## config.mk

```make
export PLATFORM = sky130hd
export DESIGN_NAME = swm_master
export DESIGN_NICKNAME = d
export VERILOG_FILES = /design/src/hw/swm_pkg.sv /design/src/hw/swm_master.sv /design/src/hw/swm_fifo.sv /design/src/hw/swm_slot.sv
export SDC_FILE = /design/constraint.sdc
export NUM_CORES = 1
export LEC_CHECK = 0
export ABC_CLOCK_PERIOD_IN_PS = 11000
export BUFFER_PORTS_ARGS = -buffer_cell sky130_fd_sc_hd__buf_4
export CORE_MARGIN = 3
export CORE_UTILIZATION = 67
export CTS_CLUSTER_SIZE = 30
export DETAILED_ROUTE_END_ITERATION = 7
export MAX_ROUTING_LAYER = met4
export PLACE_DENSITY = 0.83
export REMOVE_ABC_BUFFERS = 1
export SYNTH_ARGS = -nofsm -noshare
export SYNTH_HDL_FRONTEND = slang
export SYNTH_HIERARCHICAL = 1
export SYNTH_SLANG_ARGS = --single-unit
```

## constraint.sdc

```tcl
create_clock -name sys_clk_i -period 11 [get_ports sys_clk_i]
set_input_delay 0.55 -clock sys_clk_i [delete_from_list [all_inputs] [get_ports sys_clk_i]]
set_output_delay 0.55 -clock sys_clk_i [all_outputs]
set_load 0.1 [all_outputs]
```

## src/hw/swm_pkg.sv

```systemverilog
/*
 * Constants for the single-line bus master: link timing, ROM selection
 * codes, command and slot primitive codes.
 * Assumes a 100 MHz system clock; all cycle counts derive from it.
 */
package swm_pkg;
	localparam int CLK_MHZ = 100;

	// Times in microseconds
	localparam int RESET_LOW_US      = 480;
	localparam int RESET_HIGH_US     = 480;
	localparam int PRESENCE_WAIT_US  = 15;
	localparam int PRESENCE_SPAN_US  = 60;
	localparam int PRESENCE_END_US   = 300;
	localparam int ONE_LOW_US        = 2;
	localparam int READ_LOW_US       = 2;
	localparam int READ_SAMPLE_US    = 13;
	localparam int ZERO_LOW_US       = 65;
	localparam int BIT_SLOT_US       = 70;
	localparam int SLOT_RECOVERY_US  = 2;
	localparam int PROG_PULSE_US     = 480;
	localparam int PROG_DELAY_US     = 5;

	// Cycle counts
	localparam int RESET_LOW_CYC     = RESET_LOW_US * CLK_MHZ;
	localparam int RESET_HIGH_CYC    = RESET_HIGH_US * CLK_MHZ;
	localparam int PRESENCE_WAIT_CYC = PRESENCE_WAIT_US * CLK_MHZ;
	localparam int PRESENCE_END_CYC  = PRESENCE_END_US * CLK_MHZ;
	localparam int ONE_LOW_CYC       = ONE_LOW_US * CLK_MHZ;
	localparam int READ_LOW_CYC      = READ_LOW_US * CLK_MHZ;
	localparam int READ_SAMPLE_CYC   = READ_SAMPLE_US * CLK_MHZ;
	localparam int ZERO_LOW_CYC      = ZERO_LOW_US * CLK_MHZ;
	localparam int BIT_SLOT_CYC      = BIT_SLOT_US * CLK_MHZ;
	localparam int SLOT_RECOVERY_CYC = SLOT_RECOVERY_US * CLK_MHZ;
	localparam int PROG_PULSE_CYC    = PROG_PULSE_US * CLK_MHZ;
	localparam int PROG_DELAY_CYC    = PROG_DELAY_US * CLK_MHZ;

	localparam int CNT_W = 16;

	// ROM selection codes
	localparam logic [7:0] ROM_READ   = 8'h33;
	localparam logic [7:0] ROM_MATCH  = 8'h55;
	localparam logic [7:0] ROM_SKIP   = 8'hcc;
	localparam logic [7:0] ROM_SEARCH = 8'hf0;

	// Host commands on cmd_op_i
	localparam logic [2:0] OP_RESET   = 3'h0;
	localparam logic [2:0] OP_WRITE   = 3'h1;
	localparam logic [2:0] OP_READ    = 3'h2;
	localparam logic [2:0] OP_TRIPLET = 3'h3;
	localparam logic [2:0] OP_PROGRAM = 3'h4;

	// Link primitive codes for the slot engine
	localparam logic [1:0] PRIM_RESET = 2'h0;
	localparam logic [1:0] PRIM_WRITE = 2'h1;
	localparam logic [1:0] PRIM_READ  = 2'h2;
	localparam logic [1:0] PRIM_PROG  = 2'h3;

	localparam int FIFO_DEPTH = 8;
	localparam int DATA_W     = 8;
endpackage

```

## src/hw/swm_master.sv

```systemverilog
/*
 * Single-line bus master: reset, byte, search-triplet and program commands
 * from a host command FIFO, results returned on a result port.
 * Assumes an external pullup, a 12 V switch driven by prog_en_o, and a
 * line input synchronous to sys_clk_i.
 */
// Summary of operation
// RULE1 - Line idles high; slots start only after the line is seen high again.
// RULE2 - Host sequences reset, ROM command, memory command, then data.
// RULE3 - ROM selection is one 8-bit code sent after presence.
// RULE4 - Read code 33H: host reads 64 code bits as bytes.
// RULE5 - Match code 55H: host sends 64 code bits as bytes.
// RULE6 - Skip code CCH: no code bits follow.
// RULE7 - Search F0H: read bit, read complement, write chosen direction.
// RULE8 - Devices pull low only; line is wired-AND.
// RULE9 - Master holds reset low at least 480 us then releases.
// RULE10 - Presence expected 15-60 us after release, lasting 60-240 us.
// RULE11 - After presence, next byte is a ROM selection command.
// RULE12 - Reset low plus rise stays under 960 us.
// RULE13 - Master starts every transfer except presence.
// RULE14 - Every bit slot begins with the master pulling low.
// RULE15 - Write zero holds low 60 to under 120 us; one releases early.
// RULE16 - Read slot samples the line before 15 us after falling edge; code samples at 15 us (2 us low plus 13 us).
// RULE17 - Program pulse: 12 V for 480 us, then back to pullup idle.
// RULE18 - Program pulse commits the device scratchpad byte.
// RULE19 - Slot timing keeps the rate at or below 16.3 kbps.
// RULE20 - Slots last 60-120 us with at least 1 us recovery.
// RULE21 - A reset aborts any command in progress.
// RULE22 - Bytes move least significant bit first.
module swm_master #(
	parameter int DEPTH = swm_pkg::FIFO_DEPTH
) (
	input  wire logic       sys_clk_i,
	input  wire logic       rst_n_i,
	input  wire logic [2:0] cmd_op_i,
	input  wire logic [7:0] cmd_data_i,
	input  wire logic       cmd_valid_i,
	output logic            cmd_ready_o,
	output logic [7:0]      rsp_data_o,
	output logic            rsp_valid_o,
	input  wire logic       line_i,
	output logic            line_o,
	output logic            line_oe_o,
	output logic            prog_en_o,
	output logic            busy_o
);
	typedef enum {MS_IDLE, MS_ISSUE, MS_WAIT, MS_NEXT, MS_REPLY} swm_ms_e;

	localparam int CMD_W = 3 + swm_pkg::DATA_W;

	swm_ms_e            st_r;
	logic [2:0]         op_r;
	logic [7:0]         shreg_r;
	logic [7:0]         rx_r;
	logic [2:0]         idx_r;
	logic [1:0]         step_r;
	logic [1:0]         trip_r;
	logic [CMD_W-1:0]   q_data;
	logic               q_valid;
	logic               q_ready;
	logic               fifo_in_ready;
	logic               sl_start_r;
	logic [1:0]         sl_prim_r;
	logic               sl_bit_r;
	logic               sl_busy;
	logic               sl_done;
	logic               sl_bit;
	logic               sl_pull;
	logic               sl_prog;

	// Host-visible ready is registered; a push only lands when room exists
	always_ff @(posedge sys_clk_i or negedge rst_n_i) begin
		if (!rst_n_i) begin
			cmd_ready_o <= 1'b0;
		end else begin
			cmd_ready_o <= fifo_in_ready && !(cmd_valid_i && cmd_ready_o);
		end
	end

	swm_fifo #(
		.WIDTH (CMD_W),
		.DEPTH (DEPTH)
	) u_fifo (
		.sys_clk_i   (sys_clk_i),
		.rst_n_i     (rst_n_i),
		.in_data_i   ({cmd_op_i, cmd_data_i}),
		.in_valid_i  (cmd_valid_i && cmd_ready_o),
		.in_ready_o  (fifo_in_ready),
		.out_data_o  (q_data),
		.out_valid_o (q_valid),
		.out_ready_i (q_ready)
	);

	assign q_ready = (st_r == MS_IDLE);

	swm_slot u_slot (
		.sys_clk_i  (sys_clk_i),
		.rst_n_i    (rst_n_i),
		.start_i    (sl_start_r),
		.prim_i     (sl_prim_r),
		.bit_i      (sl_bit_r),
		.line_i     (line_i),
		.busy_o     (sl_busy),
		.done_o     (sl_done),
		.bit_o      (sl_bit),
		.pull_low_o (sl_pull),
		.prog_en_o  (sl_prog)
	);

	// Line pin: open-drain low only, never driven high; prog_en_o is a plain output
	always_ff @(posedge sys_clk_i or negedge rst_n_i) begin
		if (!rst_n_i) begin
			line_o    <= 1'b0;
			line_oe_o <= 1'b0;
			prog_en_o <= 1'b0;
		end else begin
			line_o    <= 1'b0; // [RULE8]
			line_oe_o <= sl_pull; // [RULE13]
			prog_en_o <= sl_prog; // [RULE17] [RULE18]
		end
	end

	always_ff @(posedge sys_clk_i or negedge rst_n_i) begin
		if (!rst_n_i) begin
			st_r        <= MS_IDLE;
			op_r        <= swm_pkg::OP_RESET;
			shreg_r     <= '0;
			rx_r        <= '0;
			idx_r       <= '0;
			step_r      <= '0;
			trip_r      <= '0;
			sl_start_r  <= 1'b0;
			sl_prim_r   <= swm_pkg::PRIM_RESET;
			sl_bit_r    <= 1'b1;
			rsp_data_o  <= '0;
			rsp_valid_o <= 1'b0;
			busy_o      <= 1'b0;
		end else begin
			sl_start_r  <= 1'b0;
			rsp_valid_o <= 1'b0;
			case (st_r)
				MS_IDLE: begin
					busy_o <= q_valid;
					if (q_valid) begin
						op_r    <= q_data[CMD_W-1 -: 3];
						shreg_r <= q_data[7:0];
						rx_r    <= '0;
						idx_r   <= '0;
						step_r  <= '0;
						trip_r  <= '0;
						st_r    <= MS_ISSUE;
					end
				end
				MS_ISSUE: begin
					sl_start_r <= 1'b1;
					case (op_r)
						swm_pkg::OP_RESET: begin
							sl_prim_r <= swm_pkg::PRIM_RESET; // [RULE21] [RULE11]
						end
						swm_pkg::OP_WRITE: begin
							sl_prim_r <= swm_pkg::PRIM_WRITE;
							sl_bit_r  <= shreg_r[idx_r]; // [RULE22] [RULE3]
						end
						swm_pkg::OP_READ: begin
							sl_prim_r <= swm_pkg::PRIM_READ;
						end
						swm_pkg::OP_TRIPLET: begin
							sl_prim_r <= (step_r == 2'd2) ? swm_pkg::PRIM_WRITE
							                              : swm_pkg::PRIM_READ;
							// Direction: forced by single answer, else host choice
							sl_bit_r  <= (trip_r == 2'b01) ? 1'b1 :
							             (trip_r == 2'b10) ? 1'b0 : shreg_r[0]; // [RULE7]
						end
						default: begin
							sl_prim_r <= swm_pkg::PRIM_PROG;
						end
					endcase
					st_r <= MS_WAIT;
				end
				MS_WAIT: begin
					if (sl_done && !sl_busy) begin
						st_r <= MS_NEXT;
						if (op_r == swm_pkg::OP_READ) begin
							rx_r[idx_r] <= sl_bit; // [RULE22] [RULE4]
						end
						if (op_r == swm_pkg::OP_TRIPLET && step_r != 2'd2) begin
							trip_r[step_r[0]] <= sl_bit;
						end
						if (op_r == swm_pkg::OP_RESET) begin
							rx_r <= {7'h00, sl_bit};
						end
					end
				end
				MS_NEXT: begin
					st_r <= MS_REPLY;
					case (op_r)
						swm_pkg::OP_WRITE, swm_pkg::OP_READ: begin
							// Eight slots per byte, as for ROM codes and code bytes
							if (idx_r != 3'd7) begin
								idx_r <= idx_r + 1'b1; // [RULE5] [RULE6]
								st_r  <= MS_ISSUE;
							end
						end
						swm_pkg::OP_TRIPLET: begin
							if (step_r != 2'd2) begin
								step_r <= step_r + 1'b1;
								st_r   <= MS_ISSUE;
							end
						end
						default: st_r <= MS_REPLY;
					endcase
				end
				MS_REPLY: begin
					rsp_valid_o <= 1'b1; // [RULE2]
					if (op_r == swm_pkg::OP_TRIPLET) begin
						rsp_data_o <= {5'h00, sl_bit_r, trip_r[1], trip_r[0]};
					end else if (op_r == swm_pkg::OP_WRITE) begin
						rsp_data_o <= shreg_r;
					end else if (op_r == swm_pkg::OP_PROGRAM) begin
						rsp_data_o <= '0;
					end else begin
						rsp_data_o <= rx_r;
					end
					st_r   <= MS_IDLE;
					busy_o <= 1'b0;
				end
				default: st_r <= MS_IDLE;
			endcase
		end
	end
endmodule // swm_master

```

## src/hw/swm_fifo.sv

```systemverilog
/*
 * Small synchronous FIFO, flip-flop storage, valid/ready on both sides.
 * Assumes one clock; DEPTH a power of two.
 */
module swm_fifo #(
	parameter int WIDTH = 8,
	parameter int DEPTH = 8
) (
	input  wire logic             sys_clk_i,
	input  wire logic             rst_n_i,
	input  wire logic [WIDTH-1:0] in_data_i,
	input  wire logic             in_valid_i,
	output logic                  in_ready_o,
	output logic [WIDTH-1:0]      out_data_o,
	output logic                  out_valid_o,
	input  wire logic             out_ready_i
);
	localparam int AW = $clog2(DEPTH);

	logic [WIDTH-1:0] mem_r [DEPTH];
	logic [AW-1:0]    wr_ptr_r;
	logic [AW-1:0]    rd_ptr_r;
	logic [AW:0]      count_r;
	logic             push;
	logic             pop;

	assign in_ready_o  = (count_r != (AW+1)'(DEPTH));
	assign out_valid_o = (count_r != '0);
	assign out_data_o  = mem_r[rd_ptr_r];
	assign push        = in_valid_i && in_ready_o;
	assign pop         = out_valid_o && out_ready_i;

	always_ff @(posedge sys_clk_i) begin
		if (push) begin
			mem_r[wr_ptr_r] <= in_data_i;
		end
	end

	always_ff @(posedge sys_clk_i or negedge rst_n_i) begin
		if (!rst_n_i) begin
			wr_ptr_r <= '0;
			rd_ptr_r <= '0;
			count_r  <= '0;
		end else begin
			if (push) begin
				wr_ptr_r <= wr_ptr_r + 1'b1;
			end
			if (pop) begin
				rd_ptr_r <= rd_ptr_r + 1'b1;
			end
			count_r <= count_r + (AW+1)'(push) - (AW+1)'(pop);
		end
	end
endmodule // swm_fifo

```

## src/hw/swm_slot.sv

```systemverilog
/*
 * Slot engine: one reset/presence sequence, one write slot, one read
 * slot or one program pulse per start.
 * Assumes the line input is already synchronous to sys_clk_i.
 */
module swm_slot (
	input  wire logic       sys_clk_i,
	input  wire logic       rst_n_i,
	input  wire logic       start_i,
	input  wire logic [1:0] prim_i,
	input  wire logic       bit_i,
	input  wire logic       line_i,
	output logic            busy_o,
	output logic            done_o,
	output logic            bit_o,
	output logic            pull_low_o,
	output logic            prog_en_o
);
	typedef enum {SL_IDLE, SL_LOW, SL_WAIT, SL_PROG, SL_REC} swm_sl_e;

	swm_sl_e                   st_r;
	logic [1:0]                prim_r;
	logic                      val_r;
	logic [swm_pkg::CNT_W-1:0] cnt_r;
	logic [swm_pkg::CNT_W-1:0] low_len;

	function automatic logic [swm_pkg::CNT_W-1:0] cyc(input int n);
		return swm_pkg::CNT_W'(n);
	endfunction

	always_comb begin
		case (prim_r)
			swm_pkg::PRIM_RESET: low_len = cyc(swm_pkg::RESET_LOW_CYC);
			swm_pkg::PRIM_READ:  low_len = cyc(swm_pkg::READ_LOW_CYC);
			swm_pkg::PRIM_WRITE: low_len = val_r ? cyc(swm_pkg::ONE_LOW_CYC)
			                                     : cyc(swm_pkg::ZERO_LOW_CYC);
			default:             low_len = cyc(swm_pkg::PROG_DELAY_CYC);
		endcase
	end

	assign busy_o = (st_r != SL_IDLE);

	always_ff @(posedge sys_clk_i or negedge rst_n_i) begin
		if (!rst_n_i) begin
			st_r       <= SL_IDLE;
			prim_r     <= swm_pkg::PRIM_RESET;
			val_r      <= 1'b1;
			cnt_r      <= '0;
			done_o     <= 1'b0;
			bit_o      <= 1'b0;
			pull_low_o <= 1'b0;
			prog_en_o  <= 1'b0;
		end else begin
			done_o <= 1'b0;
			case (st_r)
				SL_IDLE: begin
					if (start_i) begin
						prim_r <= prim_i;
						val_r  <= bit_i;
						cnt_r  <= '0;
						bit_o  <= 1'b0;
						// Program pulse never drives low; wait then raise the enable
						pull_low_o <= (prim_i != swm_pkg::PRIM_PROG); // [RULE14]
						st_r   <= SL_LOW;
					end
				end
				SL_LOW: begin
					cnt_r <= cnt_r + 1'b1;
					if (cnt_r == low_len - 1'b1) begin
						pull_low_o <= 1'b0; // [RULE15] [RULE9]
						cnt_r      <= '0;
						st_r       <= (prim_r == swm_pkg::PRIM_PROG) ? SL_PROG : SL_WAIT;
						prog_en_o  <= (prim_r == swm_pkg::PRIM_PROG);
					end
				end
				SL_PROG: begin
					cnt_r <= cnt_r + 1'b1;
					if (cnt_r == cyc(swm_pkg::PROG_PULSE_CYC) - 1'b1) begin
						prog_en_o <= 1'b0; // [RULE17]
						cnt_r     <= '0;
						st_r      <= SL_REC;
					end
				end
				SL_WAIT: begin
					cnt_r <= cnt_r + 1'b1;
					// Presence sampled inside the response window
					if (prim_r == swm_pkg::PRIM_RESET &&
					    cnt_r >= cyc(swm_pkg::PRESENCE_WAIT_CYC) &&
					    cnt_r <= cyc(swm_pkg::PRESENCE_END_CYC) && !line_i) begin
						bit_o <= 1'b1; // [RULE10]
					end
					if (prim_r == swm_pkg::PRIM_READ &&
					    cnt_r == cyc(swm_pkg::READ_SAMPLE_CYC)) begin
						bit_o <= line_i; // [RULE16]
					end
					if (prim_r == swm_pkg::PRIM_RESET) begin
						if (cnt_r == cyc(swm_pkg::RESET_HIGH_CYC) - 1'b1) begin
							cnt_r <= '0;
							st_r  <= SL_IDLE;
							done_o <= 1'b1;
						end
					end else if (cnt_r == cyc(swm_pkg::BIT_SLOT_CYC) - low_len) begin
						cnt_r <= '0; // [RULE20] [RULE19]
						st_r  <= SL_REC;
					end
				end
				SL_REC: begin
					cnt_r <= cnt_r + 1'b1;
					// Line must be back high before the next slot starts
					if (cnt_r >= cyc(swm_pkg::SLOT_RECOVERY_CYC) && line_i) begin
						st_r   <= SL_IDLE; // [RULE1]
						done_o <= 1'b1;
					end
				end
				default: st_r <= SL_IDLE;
			endcase
		end
	end
endmodule // swm_slot

```

==> reports/qor.yml <==
cts_setup_buffers: 0
fin_skew_ns: 0.0137
path_class: "reg2reg"
drt_iter0_drc: 688
grt_max_degree: 83
rrSetupSlack_ns: 6.67
sw_frac_of_total: 0.252
max-cap-violations: 0
via_per_inst: 6.65
p_switching_mw: 0.377
seq_power_share: 0.503
ys_types: 75
postRouteAntennaNets: 0
worst_pin_slew_ns: 1.40
wl_per_cell_microns: 21.7
vdd_drop_max_mv: 0.154
crit_path_end_kind: "flip-flop"
ctsResizeCount: 0
yosys_warnings: 6
final_cell_mix: "88 x edfxtp_1, 80 x dfrtp_1, 53 x nand2_1"
core_area_sq_um: 12300
power.total_mw: 1.50
cts.path.max_buffers: 2
crit_chain: "inv_1 > ha_1 > nor2b_1 > o21ai_0 > ha_1 > or3_1 > a21oi_1 > nand4_1 > o31ai_1 > and2_1 > and3_1 > o31ai_1"
dieArea_sq_um: 14300
syn2layout_area_growth_pct: 8.95
cp_data_arrival_time_ns: 4.61
synth_cells: 712
p_int_mw: 1.12
io_buffers: 27
initial_utilization: 0.704
grt_setup_unrepaired: "no"
htree_num_levels: 4
synth-edff-count: 88
status: "completed"
final_cells: 897
final.setup.tns_ns: 0
die_height_microns: 120
drt_wl_total_microns: 19500
grt-ovfl-total: 0
yosys_register_bits: 170
seqCellArea_sq_um: 4700
whs_ns: 0.317
setup_violations: 0
synthFlopType: "edfxtp_1"
drt_pass1_iterations: 7
crit_slowest_cell: "and3_1"
power_density_nw_per_um2: 158
critical_path.max_fanout: 15
antenna_cells: 0
insertion_delay_ns: 0.43
relSlewSlack: 0.0639
drive_gt1_frac: 0.173
final_common_cell: "edfxtp_1"
place_hpwl_microns: 12100
vias: 5969
grtUsageTotal: 0.297
p_leak_nw: 3.60
power_frac_clock: 0.400
ctsHoldBuffers: 0
grt_pass1_vias: 5858
ys_async_sr_fraction: 0.482
fin_nets: 755
chipWidth_microns: 120
multi_input_area_sq_um: 3590
final-hold-violation-count: 0
tritoncts: "built"
place_inst: 865
drcViolationCount: 0
antenna_found_initial: 0
fp-row-count: 40
io-pin-count: 29
fmax_mhz: 231
hold_path_class: "in2async"
syn_area_per_cell_sq_um: 12.2
synth_area_sq_um: 8670
cts_sinks: 170
min_period_ns: 4.33
fin_crit_sh: 0.394
path_clk_slew_ns: 0.07
fillers: 755
cpPeakStageDelay_ns: 0.72
ys_seq_area_frac: 0.542
drv_slew: 0
start_kind: "flip-flop"
grt_pass1_wl_microns: 31800
numCtsBuffers: 17
ctsRootBufferMaster: "clkbuf_16"
required_ns: 11.28
finalWeightedCongestion: 0.929
comb_power_share: 0.097
==> layout make-up <==
class | instances | area share
tap | 168 | 0.0223
inverter | 36 | 0.0143
timing repair buffer | 30 | 0.0239
sequential | 170 | 0.497
clock inverter | 14 | 0.0168
clock buffer | 18 | 0.0455
multi-input combinational | 461 | 0.380
==> logic make-up (layout without fill, tap and decap cells) <==
group           count (synthesis)  after routing  share of synthesized area
simple gates                  207            207                      0.124
flops                         170            170                      0.542
other cells                     1              1                   0.000433
compound gates                148            148                      0.118
buf+inv                        81             98                     0.0442
fa+ha+maj                      24             24                     0.0355
xor+xnor                       20             20                     0.0202
mux                            61             61                      0.116
==> routing by layer <==
layer,global-route usage,part of all wire
met1,0.400,0.42
met3,0.0542,0.075
met4,0.0981,0.024
met5,-,0
met2,0.468,0.48
==> path summary, 6_finish.rpt <==
| kind | cells after the start | to | startpoint |
|---|---|---|---|
| max | 12 | u_slot/cnt_r[7] | u_slot/prim_r[1] |
| min reg2reg | 0 | line_oe_o | u_slot/pull_low_o |
| min | 1 | u_slot/cnt_r[10] | rst_n_i |
| min in group sys_clk_i | 1 | u_fifo/mem_r[1][1] | cmd_data_i[1] |
| max in group asynchronous | 1 | rx_r[6] | rst_n_i |
| max reg2reg | 12 | u_slot/cnt_r[7] | u_slot/prim_r[1] |
==> sequential cells by signal, summed over array words and instances (netlist names), 2 cells and up <==
signal,cells
shreg_r,8
u_slot/prim_r,2
u_fifo/mem_r,88
u_slot/st_r,3
sl_prim_r,2
op_r,3
rsp_data_o,8
u_fifo/count_r,4
u_slot/cnt_r,16
trip_r,2
step_r,2
idx_r,3
st_r,3
u_fifo/wr_ptr_r,3
rx_r,8
u_fifo/rd_ptr_r,3
==> critical path: cells and delay by family (launching register included) <==
kind,cells,cell delay [ns]
adders and majority gates,2,0.79
buffers and inverters,1,0.11
and+or+nand+nor,5,1.92
AOI/OAI and AO/OA,4,0.94
DFF,1,0.42
==> per-stage QoR <==
| stage | worst slack [ns] | area [sq um] | utilization |
|---|---|---|---|
| floorplan | 7.31 | 8420 | - |
| global placement | 6.90 | 8850 | 0.719 |
| detailed placement | 6.73 | 8850 | 0.719 |
| CTS | 6.70 | 9440 | 0.767 |
| global route | 6.34 | 9440 | 0.767 |
| finish | 6.67 | 9440 | 0.767 |
==> power groups by stage <==
stage / clock network (mW) / logic [mW] / registers, mW
floorplan: 0 / 0.0837 / 0.762
global placement: 0 / 0.130 / 0.754
detailed placement: 0 / 0.142 / 0.761
CTS: 0.604 / 0.146 / 0.752
global route: 0.629 / 0.162 / 0.756
finish: 0.598 / 0.145 / 0.752
==> cells in the mapped netlist (13+ instances only) <==
cell type / n / share of area
clkbuf_1: 25 / 0.011
edfxtp_1: 88 / 0.30
a21oi_1: 28 / 0.016
nor3_1: 15 / 0.0087
nand2_1: 53 / 0.023
mux2_2: 35 / 0.045
nand2b_1: 13 / 0.0094
o21ai_0: 33 / 0.019
dfrtp_1: 80 / 0.23
nor2_1: 39 / 0.017
ha_1: 23 / 0.033
inv_1: 36 / 0.016
nand3_1: 26 / 0.015
mux4_1: 20 / 0.061
o211ai_1: 14 / 0.012
No activity file was read; power rests on OpenSTA's default activity.
